===== config.mk =====
export PLATFORM = sky130hd
export DESIGN_NAME = flash_host_ctrl
export DESIGN_NICKNAME = d
export VERILOG_FILES = /design/src/core/flash_host_pkg.sv /design/src/core/flash_host_ctrl.sv /design/src/core/pin_sync.sv
export SDC_FILE = /design/constraint.sdc
export NUM_CORES = 1
export LEC_CHECK = 0
export BUFFER_PORTS_ARGS = -buffer_cell sky130_fd_sc_hd__buf_2
export CORE_MARGIN = 5
export CORE_UTILIZATION = 60
export DETAILED_ROUTE_END_ITERATION = 8
export PLACE_DENSITY = 0.91
export SLEW_MARGIN = 20
export SYNTH_ARGS = -nofsm -noshare
export SYNTH_HDL_FRONTEND = slang
export SYNTH_SLANG_ARGS = --single-unit

===== constraint.sdc =====
create_clock -name i_clk_sys -period 20.6 [get_ports i_clk_sys]
set_clock_uncertainty 0.2 [all_clocks]
set_input_delay 1.03 -clock i_clk_sys [delete_from_list [all_inputs] [get_ports i_clk_sys]]
set_output_delay 1.03 -clock i_clk_sys [all_outputs]
set_load 0.02 [all_outputs]

===== src/core/flash_host_pkg.sv =====
// Constants, register map and carrier types of the serial flash host controller.
package flash_host_pkg;

  // ****************************************************************
  // Timing
  // ****************************************************************
  localparam int unsigned SYS_CLK_MHZ         = 50;
  localparam int unsigned HALF_DIV_DEF        = 4;
  localparam int unsigned DESEL_CYC_DEF       = 8;
  localparam int unsigned RESET_PULSE_MIN_NS  = 1000;
  localparam int unsigned SW_RESET_US         = 30;
  localparam logic [15:0] RESET_PULSE_MIN_CYC = 16'((RESET_PULSE_MIN_NS * SYS_CLK_MHZ + 999) / 1000);
  localparam logic [15:0] SW_RESET_CYC        = 16'(SW_RESET_US * SYS_CLK_MHZ);

  // ****************************************************************
  // Register offsets and fields
  // ****************************************************************
  localparam logic [7:0]  REG_CTRL     = 8'h00;
  localparam logic [7:0]  REG_OPC      = 8'h04;
  localparam logic [7:0]  REG_ADDR     = 8'h08;
  localparam logic [7:0]  REG_WDATA    = 8'h0c;
  localparam logic [7:0]  REG_RDATA    = 8'h10;
  localparam logic [7:0]  REG_CMD      = 8'h14;
  localparam logic [7:0]  REG_STATUS   = 8'h18;
  localparam int unsigned CMD_PAUSE    = 0;
  localparam int unsigned CMD_HWRST    = 1;
  localparam int unsigned CMD_SWRST    = 2;
  localparam int unsigned STAT_BUSY    = 0;
  localparam int unsigned STAT_PAUSED  = 1;
  localparam int unsigned STAT_REFUSED = 2;
  localparam int unsigned STAT_RSTWAIT = 3;
  localparam logic [31:0] CTRL_RST     = 32'h0000_0200;

  // ****************************************************************
  // Opcodes sent by the controller itself, plus OPC_UNLOCK, which it never sends
  // ****************************************************************
  localparam logic [7:0] OPC_WREN   = 8'h06;
  localparam logic [7:0] OPC_RST_EN = 8'h66;
  localparam logic [7:0] OPC_RST    = 8'h99;
  localparam logic [7:0] OPC_UNLOCK = 8'h39;

  // ****************************************************************
  // Carrier types
  // ****************************************************************
  // Control word; lanes 0 is one line, 1 is two lines, 2 is four lines.
  typedef struct packed {
    logic [2:0] nbytes;
    logic [4:0] rsv_hi;
    logic [7:0] dummy;
    logic [5:0] rsv_lo;
    logic       wp_lvl;
    logic       has_addr;
    logic       addr_io;
    logic       qe;
    logic       auto_wren;
    logic       rd;
    logic [1:0] lanes;
    logic       cpol;
    logic       start;
  } xfer_cfg_t;

  // Pin drive towards the flash; an enable is low while the line is driven.
  typedef struct packed {
    logic       sclk;
    logic       cs_n;
    logic       rst_n;
    logic [3:0] dq_o;
    logic [3:0] dq_oe_n;
  } pins_t;

endpackage


===== src/core/flash_host_ctrl.sv =====
// Host controller that drives a serial flash over its clock, select, data and reset pins.
module flash_host_ctrl #(
  parameter int unsigned HALF_DIV  = flash_host_pkg::HALF_DIV_DEF,
  parameter int unsigned DESEL_CYC = flash_host_pkg::DESEL_CYC_DEF
) (
  input  wire logic                  i_clk_sys,
  input  wire logic                  i_rst,
  input  wire logic [7:0]            i_addr,
  input  wire logic [31:0]           i_wdata,
  input  wire logic                  i_wr,
  input  wire logic                  i_rd,
  output logic      [31:0]           o_rdata,
  input  wire logic [3:0]            i_dq,
  output flash_host_pkg::pins_t      o_pins,
  output logic                       o_busy
);

  // ****************************************************************
  // Types, functions and state
  // ****************************************************************
  typedef enum logic [2:0] {ST_IDLE, ST_SEL, ST_SHIFT, ST_DESEL, ST_WAIT, ST_HWRST} state_t;
  typedef enum logic [1:0] {FR_WREN, FR_MAIN, FR_RST1, FR_RST2} frame_t;
  typedef enum logic [1:0] {SEG_OPC, SEG_ADR, SEG_DUM, SEG_DAT} seg_t;

  // Lines used by a lane code.
  function automatic logic [3:0] lane_mask(input logic [1:0] code);
    case (code)
      2'd0:    lane_mask = 4'h1;
      2'd1:    lane_mask = 4'h3;
      default: lane_mask = 4'hf;
    endcase
  endfunction

  // Clock count of a segment.
  function automatic logic [7:0] seg_clocks(input seg_t s, input flash_host_pkg::xfer_cfg_t c);
    case (s)
      SEG_OPC: seg_clocks = 8'h08;
      SEG_ADR: seg_clocks = 8'h18 >> (c.addr_io ? c.lanes : 2'd0);
      SEG_DUM: seg_clocks = c.dummy;
      default: seg_clocks = {2'b00, c.nbytes, 3'b000} >> c.lanes;
    endcase
  endfunction

  // Next present segment; bit 2 marks that one exists.
  function automatic logic [2:0] seg_next(input seg_t s, input flash_host_pkg::xfer_cfg_t c, input frame_t k);
    logic adr;
    logic dum;
    logic dat;
    adr = c.has_addr;
    dum = (c.dummy != 8'h00);
    dat = (c.nbytes != 3'h0);
    seg_next = 3'h0;
    if (k == FR_MAIN) begin
      if (s == SEG_OPC && adr) begin
        seg_next = {1'b1, SEG_ADR};
      end else if (s != SEG_DUM && s != SEG_DAT && dum) begin
        seg_next = {1'b1, SEG_DUM};
      end else if (s != SEG_DAT && dat) begin
        seg_next = {1'b1, SEG_DAT};
      end
    end
  endfunction

  // Opcode of a frame.
  function automatic logic [7:0] frame_opc(input frame_t k, input logic [7:0] opc);
    case (k)
      FR_WREN: frame_opc = flash_host_pkg::OPC_WREN;
      FR_RST1: frame_opc = flash_host_pkg::OPC_RST_EN;
      FR_RST2: frame_opc = flash_host_pkg::OPC_RST;
      default: frame_opc = opc;
    endcase
  endfunction

  flash_host_pkg::xfer_cfg_t ctrl_r;
  flash_host_pkg::xfer_cfg_t wcfg;
  flash_host_pkg::pins_t     pins_r;
  logic [7:0]                opc_r;
  logic [23:0]               addr_r;
  logic [31:0]               wdata_r;
  logic [31:0]               rx_r;
  logic [31:0]               tx_r;
  logic [31:0]               rdata_r;
  logic [7:0]                div_r;
  logic [7:0]                clk_left_r;
  logic [15:0]               wait_r;
  logic [7:0]                last_opc_r;
  logic                      hi_r;
  logic                      paused_r;
  logic                      pause_req_r;
  logic                      refused_r;
  state_t                    st_r;
  frame_t                    kind_r;
  seg_t                      seg_r;
  logic [3:0]                dq_s;
  logic [1:0]                code;
  logic [2:0]                nx;
  logic                      start_p;
  logic                      swrst_p;
  logic                      hwrst_p;
  logic                      half_end;
  logic                      drive;
  logic                      quad_bad;
  logic [3:0]                lmask;

  assign wcfg     = flash_host_pkg::xfer_cfg_t'(i_wdata);
  assign start_p  = i_wr && i_addr == flash_host_pkg::REG_CTRL && wcfg.start;
  assign swrst_p  = i_wr && i_addr == flash_host_pkg::REG_CMD && i_wdata[flash_host_pkg::CMD_SWRST];
  assign hwrst_p  = i_wr && i_addr == flash_host_pkg::REG_CMD && i_wdata[flash_host_pkg::CMD_HWRST];
  assign quad_bad = wcfg.lanes[1] && !wcfg.qe;
  assign code     = (seg_r == SEG_OPC || (seg_r == SEG_ADR && !ctrl_r.addr_io)) ? 2'd0 : ctrl_r.lanes;
  assign nx       = seg_next(seg_r, ctrl_r, kind_r);
  assign half_end = (div_r == 8'(HALF_DIV - 1));
  assign drive    = (seg_r != SEG_DUM) && !(seg_r == SEG_DAT && ctrl_r.rd);
  assign lmask    = lane_mask(code);

  pin_sync #(
    .W (4)
  ) u_sync (
    .i_clk_sys (i_clk_sys),
    .i_rst     (i_rst),
    .i_d       (i_dq),
    .o_q       (dq_s)
  );

  // ****************************************************************
  // Register file
  // ****************************************************************
  // Configuration is only taken while idle so a running frame stays stable.
  always_ff @(posedge i_clk_sys or posedge i_rst) begin
    if (i_rst) begin
      ctrl_r      <= flash_host_pkg::CTRL_RST;
      opc_r       <= 8'h00;
      addr_r      <= 24'h00_0000;
      wdata_r     <= 32'h0000_0000;
      pause_req_r <= 1'b0;
    end else if (i_wr) begin
      if (i_addr == flash_host_pkg::REG_CTRL && st_r == ST_IDLE) begin
        ctrl_r <= wcfg;
      end
      if (i_addr == flash_host_pkg::REG_OPC && st_r == ST_IDLE) begin
        opc_r <= i_wdata[7:0];
      end
      if (i_addr == flash_host_pkg::REG_ADDR && st_r == ST_IDLE) begin
        addr_r <= i_wdata[23:0];
      end
      if (i_addr == flash_host_pkg::REG_WDATA && st_r == ST_IDLE) begin
        wdata_r <= i_wdata;
      end
      if (i_addr == flash_host_pkg::REG_CMD) begin
        pause_req_r <= i_wdata[flash_host_pkg::CMD_PAUSE];
      end
    end
  end

  // Refusal flag: set wins over a write-one clear.
  always_ff @(posedge i_clk_sys or posedge i_rst) begin
    if (i_rst) begin
      refused_r <= 1'b0;
    end else if (start_p && (st_r != ST_IDLE || quad_bad)) begin
      refused_r <= 1'b1;
    end else if (i_wr && i_addr == flash_host_pkg::REG_STATUS && i_wdata[flash_host_pkg::STAT_REFUSED]) begin
      refused_r <= 1'b0;
    end
  end

  // Read data stand for the single cycle after the read strobe.
  always_ff @(posedge i_clk_sys or posedge i_rst) begin
    if (i_rst) begin
      rdata_r <= 32'h0000_0000;
    end else if (!i_rd) begin
      rdata_r <= 32'h0000_0000;
    end else begin
      unique case (i_addr)
        flash_host_pkg::REG_CTRL:   rdata_r <= {ctrl_r[31:1], 1'b0};
        flash_host_pkg::REG_OPC:    rdata_r <= {24'h00_0000, opc_r};
        flash_host_pkg::REG_ADDR:   rdata_r <= {8'h00, addr_r};
        flash_host_pkg::REG_WDATA:  rdata_r <= wdata_r;
        flash_host_pkg::REG_RDATA:  rdata_r <= rx_r;
        flash_host_pkg::REG_CMD:    rdata_r <= {31'h0000_0000, pause_req_r};
        flash_host_pkg::REG_STATUS: rdata_r <= {28'h000_0000, st_r == ST_WAIT || st_r == ST_HWRST,
                                                refused_r, paused_r, st_r != ST_IDLE};
        default:                    rdata_r <= 32'h0000_0000;
      endcase
    end
  end

  // ****************************************************************
  // Frame engine
  // ****************************************************************
  // Each bit is a low half then a high half; data moves at the falling edge
  // that closes the high half and is sampled at the rising edge.
  always_ff @(posedge i_clk_sys or posedge i_rst) begin
    if (i_rst) begin
      st_r       <= ST_IDLE;
      kind_r     <= FR_MAIN;
      seg_r      <= SEG_OPC;
      div_r      <= 8'h00;
      hi_r       <= 1'b0;
      paused_r   <= 1'b0;
      clk_left_r <= 8'h00;
      wait_r     <= 16'h0000;
      tx_r       <= 32'h0000_0000;
      rx_r       <= 32'h0000_0000;
      last_opc_r <= 8'h00;
    end else begin
      unique case (st_r)
        ST_IDLE: begin
          div_r <= 8'h00;
          if (hwrst_p) begin
            st_r   <= ST_HWRST;
            wait_r <= flash_host_pkg::RESET_PULSE_MIN_CYC;
          end else if (swrst_p) begin
            st_r   <= ST_SEL;
            kind_r <= FR_RST1;
            tx_r   <= {flash_host_pkg::OPC_RST_EN, 24'h00_0000};
          end else if (start_p && !quad_bad) begin
            st_r   <= ST_SEL;
            kind_r <= wcfg.auto_wren ? FR_WREN : FR_MAIN;
            tx_r   <= {frame_opc(wcfg.auto_wren ? FR_WREN : FR_MAIN, opc_r), 24'h00_0000};
            rx_r   <= 32'h0000_0000;
          end
          seg_r      <= SEG_OPC;
          clk_left_r <= 8'h08;
        end
        ST_SEL: begin
          div_r <= half_end ? 8'h00 : div_r + 8'h01;
          hi_r  <= 1'b0;
          if (half_end) begin
            st_r <= ST_SHIFT;
          end
        end
        ST_SHIFT: begin
          if (paused_r) begin
            paused_r <= pause_req_r;
          end else if (pause_req_r && !ctrl_r.qe && !hi_r) begin
            paused_r <= 1'b1;
          end else begin
            div_r <= half_end ? 8'h00 : div_r + 8'h01;
            if (half_end) begin
              hi_r <= !hi_r;
            end
            if (half_end && !hi_r && seg_r == SEG_DAT && ctrl_r.rd) begin
              case (code)
                2'd0:    rx_r <= {rx_r[30:0], dq_s[1]};
                2'd1:    rx_r <= {rx_r[29:0], dq_s[1:0]};
                default: rx_r <= {rx_r[27:0], dq_s};
              endcase
            end
            if (half_end && hi_r) begin
              if (clk_left_r > 8'h01) begin
                clk_left_r <= clk_left_r - 8'h01;
                case (code)
                  2'd0:    tx_r <= tx_r << 1;
                  2'd1:    tx_r <= tx_r << 2;
                  default: tx_r <= tx_r << 4;
                endcase
              end else if (nx[2]) begin
                seg_r      <= seg_t'(nx[1:0]);
                clk_left_r <= seg_clocks(seg_t'(nx[1:0]), ctrl_r);
                case (seg_t'(nx[1:0]))
                  SEG_ADR: tx_r <= {addr_r, 8'h00};
                  SEG_DAT: tx_r <= wdata_r;
                  default: tx_r <= 32'h0000_0000;
                endcase
              end else begin
                st_r       <= ST_DESEL;
                div_r      <= 8'h00;
                last_opc_r <= frame_opc(kind_r, opc_r);
              end
            end
          end
        end
        ST_DESEL: begin
          div_r <= div_r + 8'h01;
          if (div_r == 8'(DESEL_CYC - 1)) begin
            div_r      <= 8'h00;
            seg_r      <= SEG_OPC;
            clk_left_r <= 8'h08;
            unique case (kind_r)
              FR_WREN: begin
                st_r   <= ST_SEL;
                kind_r <= FR_MAIN;
                tx_r   <= {opc_r, 24'h00_0000};
              end
              FR_RST1: begin
                st_r   <= ST_SEL;
                kind_r <= FR_RST2;
                tx_r   <= {flash_host_pkg::OPC_RST, 24'h00_0000};
              end
              FR_RST2: begin
                st_r   <= ST_WAIT;
                wait_r <= flash_host_pkg::SW_RESET_CYC;
              end
              FR_MAIN: st_r <= ST_IDLE;
            endcase
          end
        end
        ST_WAIT, ST_HWRST: begin
          wait_r <= wait_r - 16'h0001;
          if (wait_r == 16'h0001) begin
            st_r <= ST_IDLE;
          end
        end
      endcase
    end
  end

  // ****************************************************************
  // Pin drive
  // ****************************************************************
  // Line 2 carries the write-protect level and line 3 the pause level
  // unless quad mode has taken them over as data lines.
  always_ff @(posedge i_clk_sys or posedge i_rst) begin
    if (i_rst) begin
      pins_r <= '{sclk: 1'b0, cs_n: 1'b1, rst_n: 1'b1, dq_o: 4'h0, dq_oe_n: 4'hf};
    end else begin
      // Select falls only once the clock already stands at its idle level.
      pins_r.cs_n  <= !((st_r == ST_SEL && pins_r.sclk == ctrl_r.cpol) || st_r == ST_SHIFT);
      pins_r.sclk  <= (st_r == ST_SHIFT) ? hi_r : ctrl_r.cpol;
      pins_r.rst_n <= (st_r != ST_HWRST);
      if ((st_r == ST_SEL || st_r == ST_SHIFT) && drive) begin
        case (code)
          2'd0:    pins_r.dq_o[1:0] <= {1'b0, tx_r[31]};
          2'd1:    pins_r.dq_o[1:0] <= tx_r[31:30];
          default: pins_r.dq_o[1:0] <= tx_r[29:28];
        endcase
        pins_r.dq_oe_n[1:0] <= ~lmask[1:0];
      end else begin
        pins_r.dq_o[1:0]    <= 2'b00;
        pins_r.dq_oe_n[1:0] <= 2'b11;
      end
      if (code == 2'd2 && (st_r == ST_SEL || st_r == ST_SHIFT)) begin
        pins_r.dq_o[3:2]    <= tx_r[31:30];
        pins_r.dq_oe_n[3:2] <= drive ? 2'b00 : 2'b11;
      end else if (!ctrl_r.qe) begin
        pins_r.dq_o[3:2]    <= {!paused_r, ctrl_r.wp_lvl};
        pins_r.dq_oe_n[3:2] <= 2'b00;
      end else begin
        pins_r.dq_o[3:2]    <= 2'b00;
        pins_r.dq_oe_n[3:2] <= 2'b11;
      end
    end
  end

  assign o_pins  = pins_r;
  assign o_rdata = rdata_r;

  // Busy flag toward software.
  always_ff @(posedge i_clk_sys or posedge i_rst) begin
    if (i_rst) begin
      o_busy <= 1'b0;
    end else begin
      o_busy <= (st_r != ST_IDLE);
    end
  end

  logic [15:0] rst_low_cnt;

  // Counts how long the reset pin has been low.
  always_ff @(posedge i_clk_sys or posedge i_rst) begin
    if (i_rst) begin
      rst_low_cnt <= 16'h0000;
    end else begin
      rst_low_cnt <= pins_r.rst_n ? 16'h0000 : rst_low_cnt + 16'h0001;
    end
  end
endmodule // flash_host_ctrl


===== src/core/pin_sync.sv =====
// Two-stage synchroniser for the data lines coming back from the flash.
module pin_sync #(
  parameter int unsigned W = 4
) (
  input  wire logic         i_clk_sys,
  input  wire logic         i_rst,
  input  wire logic [W-1:0] i_d,
  output logic      [W-1:0] o_q
);

  logic [W-1:0] meta_r;

  // First stage feeds only the second stage.
  always_ff @(posedge i_clk_sys or posedge i_rst) begin
    if (i_rst) begin
      meta_r <= '0;
      o_q    <= '0;
    end else begin
      meta_r <= i_d;
      o_q    <= meta_r;
    end
  end

endmodule // pin_sync


==> flow_summary_export.csv, run 1 <==
group,metric,value,unit
cts,tritoncts,"built",
setup_path,timing.setup.critical_path_class,"in2reg",
synthesis,synth_cell_types,76,
cts,cts_hold_buffers,0,
synthesis,syn_avg_cell_area,10.4,um^2
sta,maxSlewHeadroom,24.7,%
finish,final_cell_mix,"dfrtp_1, nor2_1, mux2_2",
sta,timing.final.setup_violations,0,
placed_design,placement.io_buffers,91,
synthesis,netlist_top_cells_area,"dfrtp_1, mux2_2, mux2_4",
die,pin_count,92,
grt,grt_util_all_layers,31.2,%
setup_path,critical_path_required,20.83,ns
detailed_routing,detail_route.drc_violations,0,
setup_path,worstSetupEndpointType,"register",
cts,post_cts.resized_instances,0,
sta,drv_slew,0,
sta,rsz_0062_raised_after_global_routing,"false",
grt,grt_overflow,0,
detailed_routing,met3WireLength,4.89,mm
synthesis,post_synth_inst_count,1253,
run_status,status,"complete, no violations",
sta,post-route-worst-setup-slack,16.56,ns
placed_design,preCtsSetupSlack,16.08,ns
cts,clk_transition_reported_paths,0.06,ns
cts,worst_skew_pair_later_pin_latency,0.55,ns
synthesis,syn_nets,1308,
synthesis,synth-seq-area-share,48.7,%
sta,timing.fmax,248,MHz
placed_design,dp_wirelength,25.5,mm
detailed_routing,met1Wirelength,14.2,mm
power_and_ir_drop,vdd_drop_max,0.0683,mV
synthesis,syn_area,13000,um^2
job,cap_violations,0,
die,die_width,157,um
synthesis,yosysWarnings,0,
sta,worst_slew_pin_slew,1.13,ns
synthesis,number_of_storage_elements_in_the_synthesis_netlist,253,
sta,final_period_minus_worst_setup_slack,4.04,ns
synthesis,ys_dominant_reg_cell,"dfrtp_1",
detailed_routing,first_drt_iteration_drcs,1677,
placed_design,place_congestion,1.02,
sta,timing.setup.tns,0,ns
setup_path,worst_setup_path_start_kind,"primary input",
finish,antenna-diode-count,0,
finish,multi_input_area,6190,um^2
synthesis,synth_top_cell_area_share,47.2,%
setup_path,arrival,4.27,ns
detailed_routing,vias,11487,
power_and_ir_drop,power.leakage,6.56,nW
finish,layout.area.seq,6340,um^2
detailed_routing,drt-vias-per-instance,7.17,
grt,grt_first_pass_wirelength,61.9,mm
detailed_routing,top_layer,"met4",
cts,cts-htree-levels,1,
cts,tritoncts_num_sinks,253,
die,initial_core_util,60.3,%
finish,drive_above_1_share,24.4,%
detailed_routing,routed_wire_length_per_instance,24.3,um
synthesis,synth-async-reset-ratio,100,%
sta,hold_viol_final,0,
finish,most_common_cell_after_layout_fill_and_taps_aside,"dfrtp_1",
setup_path,worstPathMaxFanout,34,
finish,flow.area_growth_from_synthesis,12.1,%
detailed_routing,detail_route.first_pass.iterations,9,
die,die-height,157,um
sta,min_period_over_period,19.6,%
power_and_ir_drop,p_total,1.42,mW
detailed_routing,met2WireLength,17.6,mm
die,row_count,54,
die,die_area,24800,um^2
cts,cts_post_setup_buffers_inserted,0,
detailed_routing,final_antenna_net_count,0,
worst_hold_path,hold_class,"reg2reg",
synthesis,synthDominantAreaCellType,"dfrtp_1",
detailed_routing,finalWirelength,38.9,mm
synthesis,synth-edff-count,0,
finish,fillerInstances,1523,
power_and_ir_drop,power.density_cell_area,97.4,nW/um^2
finish,final_nets,1356,
cts,cts_buffer_depth,3,
grt,first_global_vias,11235,
cts,numCtsBuffers,27,
die,core_area,21600,um^2
cts,clockRootBuffer,"clkbuf_16",
grt,initial_antenna_violation_count,0,
grt,largest_net_degree_at_the_start_of_global_routing,98,
worst max-delay path, stage by stage:
cell and delay (ns):
buf_2 0.09, or4_4 0.60, nor4b_4 0.24, buf_4 0.43, a41oi_1 0.21, o21ai_2 0.20
and4b_2 1.03, mux2_2 0.42
power breakdown:
part	total, mW	leakage [nW]	switching, mW	internal (mW)
registers	0.580	3.41	0.0493	0.531
logic	0.305	2.67	0.198	0.107
clock network	0.538	0.474	0.208	0.331
total	1.42	6.56	0.455	0.968
layer usage:
layer / up-vias / global-route usage, %
met2: 904 / 48.6
met4: 0 / 14.9
met5: - / 0
met1: 5537 / 41.2
li1: 4864 / -
met3: 182 / 8.00
cell families after synthesis:
| group | count (synthesis) | synth area share, % |
|---|---|---|
| compound gates | 384 | 20.3 |
| xor+xnor | 2 | 0.134 |
| fa+ha+maj | 7 | 0.672 |
| buf+inv | 122 | 4.20 |
| flops | 253 | 48.7 |
| mux | 140 | 12.8 |
| simple gates | 345 | 13.2 |
synthesized netlist by cell type, types with 5 or more instances:
master,n
buf_2,5
o31ai_1,27
or4_1,5
a31oi_1,19
nand4_1,9
a222oi_1,16
a21oi_1,62
nor3_1,33
ha_1,7
and2_1,8
mux2_2,104
mux2_4,28
nor4_1,10
nor2b_1,5
nand2b_1,12
a22o_1,8
and3_1,5
o41ai_1,22
nand3_1,27
a221o_1,16
a221oi_1,7
a21o_1,5
inv_1,30
o22ai_1,59
dfstp_2,7
dfrtp_1,246
clkbuf_1,74
nand2_1,88
mux2i_1,8
nor2_1,108
o21ai_0,65
a22oi_1,44
stage by stage:
step,utilization (%),area (um^2),hold slack (ns),std cells
final,67.6,14600,0.150,1602
after global routing,67.6,14600,0.166,1602
after CTS,67.4,14600,0.152,1601
after detailed placement,62.9,13600,0.138,1551
after global placement,62.9,13600,0.132,1551
after floorplan,-,13000,0.131,1253
final timing paths:
path / from / to / cells past startpoint / slack, ns
max: i_addr[1] / tx_r[29] / 8 / 16.56
min: u_sync.meta_r[1] / u_sync.o_q[1] / 0 / 0.15
max in group asynchronous: i_rst / addr_r[21] / 3 / 18.35
min in group asynchronous: i_rst / u_sync.meta_r[3] / 2 / 0.39
min reg2reg: u_sync.meta_r[1] / u_sync.o_q[1] / 0 / 0.15
max reg2reg: st_r[0] / rx_r[19] / 6 / 16.98
state kept, by name, indices dropped and copies added (netlist names), 2 cells and up:
signal / flops
addr_r: 24
clk_left_r: 8
ctrl_r: 31
div_r: 8
kind_r: 2
o_pins: 10
o_rdata: 32
opc_r: 8
rx_r: 32
seg_r: 2
st_r: 3
tx_r: 32
u_sync.meta_r: 4
u_sync.o_q: 4
wait_r: 16
wdata_r: 32
final cells by class:
cell class | instances | area share, %
clock inverter | 16 | 1.67
inverter | 30 | 0.822
sequential | 253 | 43.4
clock buffer | 34 | 5.08
tap | 280 | 2.40
timing repair buffer | 111 | 4.28
multi-input combinational | 878 | 42.4
Note: power is estimated with default switching activity, not from simulation.
==> run 2: changes to the inputs <==
- CORE_UTILIZATION: 60 -> 55
- PLACE_DENSITY: 0.91 -> 0.89
- clock period: 20.6 -> 3.45 ns (I/O delays scaled with it)
==> run 2 against run 1 <==
  * Final cell count increased by 6.2%
  * Combinational power rose to 6.6 times the previous value
  * First-iteration DRC count shrank 1.8%
  * Register-to-register slack lost 17 ns
  * Routed wire length is 5.0% higher
  * Sequential share of layout area is 1.5 points lower
  * Hold slack got worse by 0.11 ns
  * Setup slack got worse by 16 ns
  * Sequential power rose to 5.9 times the previous value
  * Critical path type is now reg2reg
==> flow_summary_export.csv, run 2 (same netlist as run 1, synthesis figures left out) <==
group,metric,value,unit
setup_path,cpMaxStageDelayCell,"or4_4",
detailed_routing,met2WireLength,19.1,mm
die,initial_core_util,55.7,%
power_and_ir_drop,power_switching,2.70,mW
finish,final_cell_mix,"dfrtp_1, nor2_1, mux2_2",
detailed_routing,vias,11616,
sta,timing.fmax,309,MHz
detailed_routing,detail_route.first_pass.iterations,8,
setup_path,worstSetupEndpointType,"register",
grt,grt_first_pass_wirelength,64.2,mm
job,cap_violations,0,
placed_design,placement.io_buffers,91,
detailed_routing,routed_wire_length_per_instance,24.0,um
power_and_ir_drop,internal_power,5.60,mW
grt,grt_overflow,0,
placed_design,place_congestion,0.993,
sta,hold_viol_final,0,
power_and_ir_drop,power_frac_comb,24.2,%
sta,drv_slew,0,
die,row_count,56,
die,die_width,164,um
detailed_routing,met1Wirelength,15.4,mm
die,die-height,164,um
detailed_routing,detail_route.drc_violations,0,
detailed_routing,top_layer,"met4",
cts,clockRootBuffer,"clkbuf_16",
cts,worst_skew_pair_later_pin_latency,0.54,ns
grt,largest_net_degree_at_the_start_of_global_routing,179,
placed_design,dpl.cell_count,1610,
finish,drive_above_1_share,24.3,%
power_and_ir_drop,power.leakage,6.75,nW
finish,final_nets,1418,
finish,layout.area.seq,6340,um^2
power_and_ir_drop,power.density_cell_area,548,nW/um^2
die,core_area,23400,um^2
detailed_routing,first_drt_iteration_drcs,1647,
cts,tritoncts,"built",
setup_path,timing.setup.critical_path_class,"reg2reg",
power_and_ir_drop,p_sw_share,32.5,%
power_and_ir_drop,p_total,8.29,mW
power_and_ir_drop,clock_share_of_power,34.8,%
cts,clk_transition_reported_paths,0.06,ns
sta,post-route-worst-setup-slack,0.212,ns
finish,post-route-util,64.7,%
die,die_area,26900,um^2
grt,grt_util_all_layers,30.2,%
setup_path,max_stage_delay,0.67,ns
placed_design,dp_wirelength,26.3,mm
setup_path,worstPathMaxFanout,23,
run_status,status,"complete, no violations",
cts,tritoncts_num_sinks,253,
cts,cts_post_setup_buffers_inserted,0,
finish,fillerInstances,1768,
cts,numCtsBuffers,27,
placed_design,detailed_place.area,13800,um^2
grt,first_global_vias,11433,
sta,timing.final.setup_violations,0,
power_and_ir_drop,vdd_drop_max,0.415,mV
cts,cts_buffer_depth,3,
setup_path,crit_family,"simple AND/OR/NAND/NOR gates",
sta,worst_slew_pin_slew,1.14,ns
die,pin_count,92,
setup_path,crit_chain,"or4_4 -> or4_4 -> nand2_2 -> nor3_1 -> a221o_1 -> mux2_4",
sta,final_period_minus_worst_setup_slack,3.24,ns
power_and_ir_drop,p_seq_share,41.0,%
detailed_routing,met3WireLength,4.13,mm
worst_hold_path,hold_class,"in2reg",
placed_design,preCtsSetupSlack,0.174,ns
setup_path,worst_setup_path_start_kind,"register",
setup_path,arrival,3.45,ns
detailed_routing,finalWirelength,40.8,mm
sta,maxSlewHeadroom,24.1,%
detailed_routing,drt-vias-per-instance,6.82,
cts,cts-htree-levels,1,
setup_path,cp.buffers_inverters,0,
setup_path,cp_common_cell,"or4_4",
grt,initial_antenna_violation_count,2,
detailed_routing,final_antenna_net_count,0,
finish,non_filler_instance_count_after_layout,1702,
finish,layout.cell_area.non_filler,15100,um^2
setup_path,critical_path_required,3.66,ns
sta,min_period_over_period,93.8,%
finish,multi_input_area,6180,um^2
finish,flow.area_growth_from_synthesis,16.2,%
sta,rsz_0062_raised_after_global_routing,"false",
finish,most_common_cell_after_layout_fill_and_taps_aside,"dfrtp_1",
## run 2: area by class of cell
class / instances / area share [%]
sequential: 253 / 41.9
multi-input combinational: 878 / 40.9
timing repair buffer: 173 / 8.06
clock buffer: 39 / 5.09
tap: 319 / 2.64
inverter: 30 / 0.769
clock inverter: 8 / 0.661
antenna: 2 / 0.0331
## run 2: what timing repair did
action                    CTS  global route
gates resized for setup     0             0
hold endpoints to repair  352             0
hold buffers               43             0
## run 2: worst min-delay path, stage by stage
cell and delay, ns:
buf_2 0.08, nand3_1 0.06, buf_4 0.25, nor2_1 0.15
## run 2: power groups by stage
| stage | clock network [mW] | logic (mW) | registers (mW) |
|---|---|---|---|
| floorplan | 0 | 1.42 | 3.39 |
| global placement | 0 | 1.85 | 3.43 |
| detailed placement | 0 | 1.90 | 3.44 |
| CTS | 2.90 | 1.96 | 3.39 |
| global route | 3.03 | 2.17 | 3.42 |
| finish | 2.89 | 2.00 | 3.40 |
## run 2: final timing paths
check                                 startpoint            end  slack [ns]  cells after the start
max in group asynchronous                  i_rst     o_rdata[2]        2.02                      4
min in group asynchronous                  i_rst    o_rdata[21]        0.24                      4
worst min register to register  u_sync.meta_r[3]  u_sync.o_q[3]        0.15                      0
worst max-delay path               clk_left_r[4]       tx_r[14]        0.21                      6
worst max register to register     clk_left_r[4]       tx_r[14]        0.21                      6
worst min-delay path                        i_rd    o_rdata[25]        0.04                      4
## run 2: stage by stage
stage / setup TNS (ns) / hold WS, ns
floorplan: -60.63 / 0.00393
global placement: 0 / 0.0811
CTS: 0 / 0.0220
finish: 0 / 0.0399
detailed placement: 0 / 0.0848
global route: 0 / 0.0570
## run 2: metal layers
metal  track usage [%]  up-vias
met5                 0        -
met4              13.6        0
met3              5.85      181
met2              48.9      807
met1              39.8     5668
li1                  -     4960
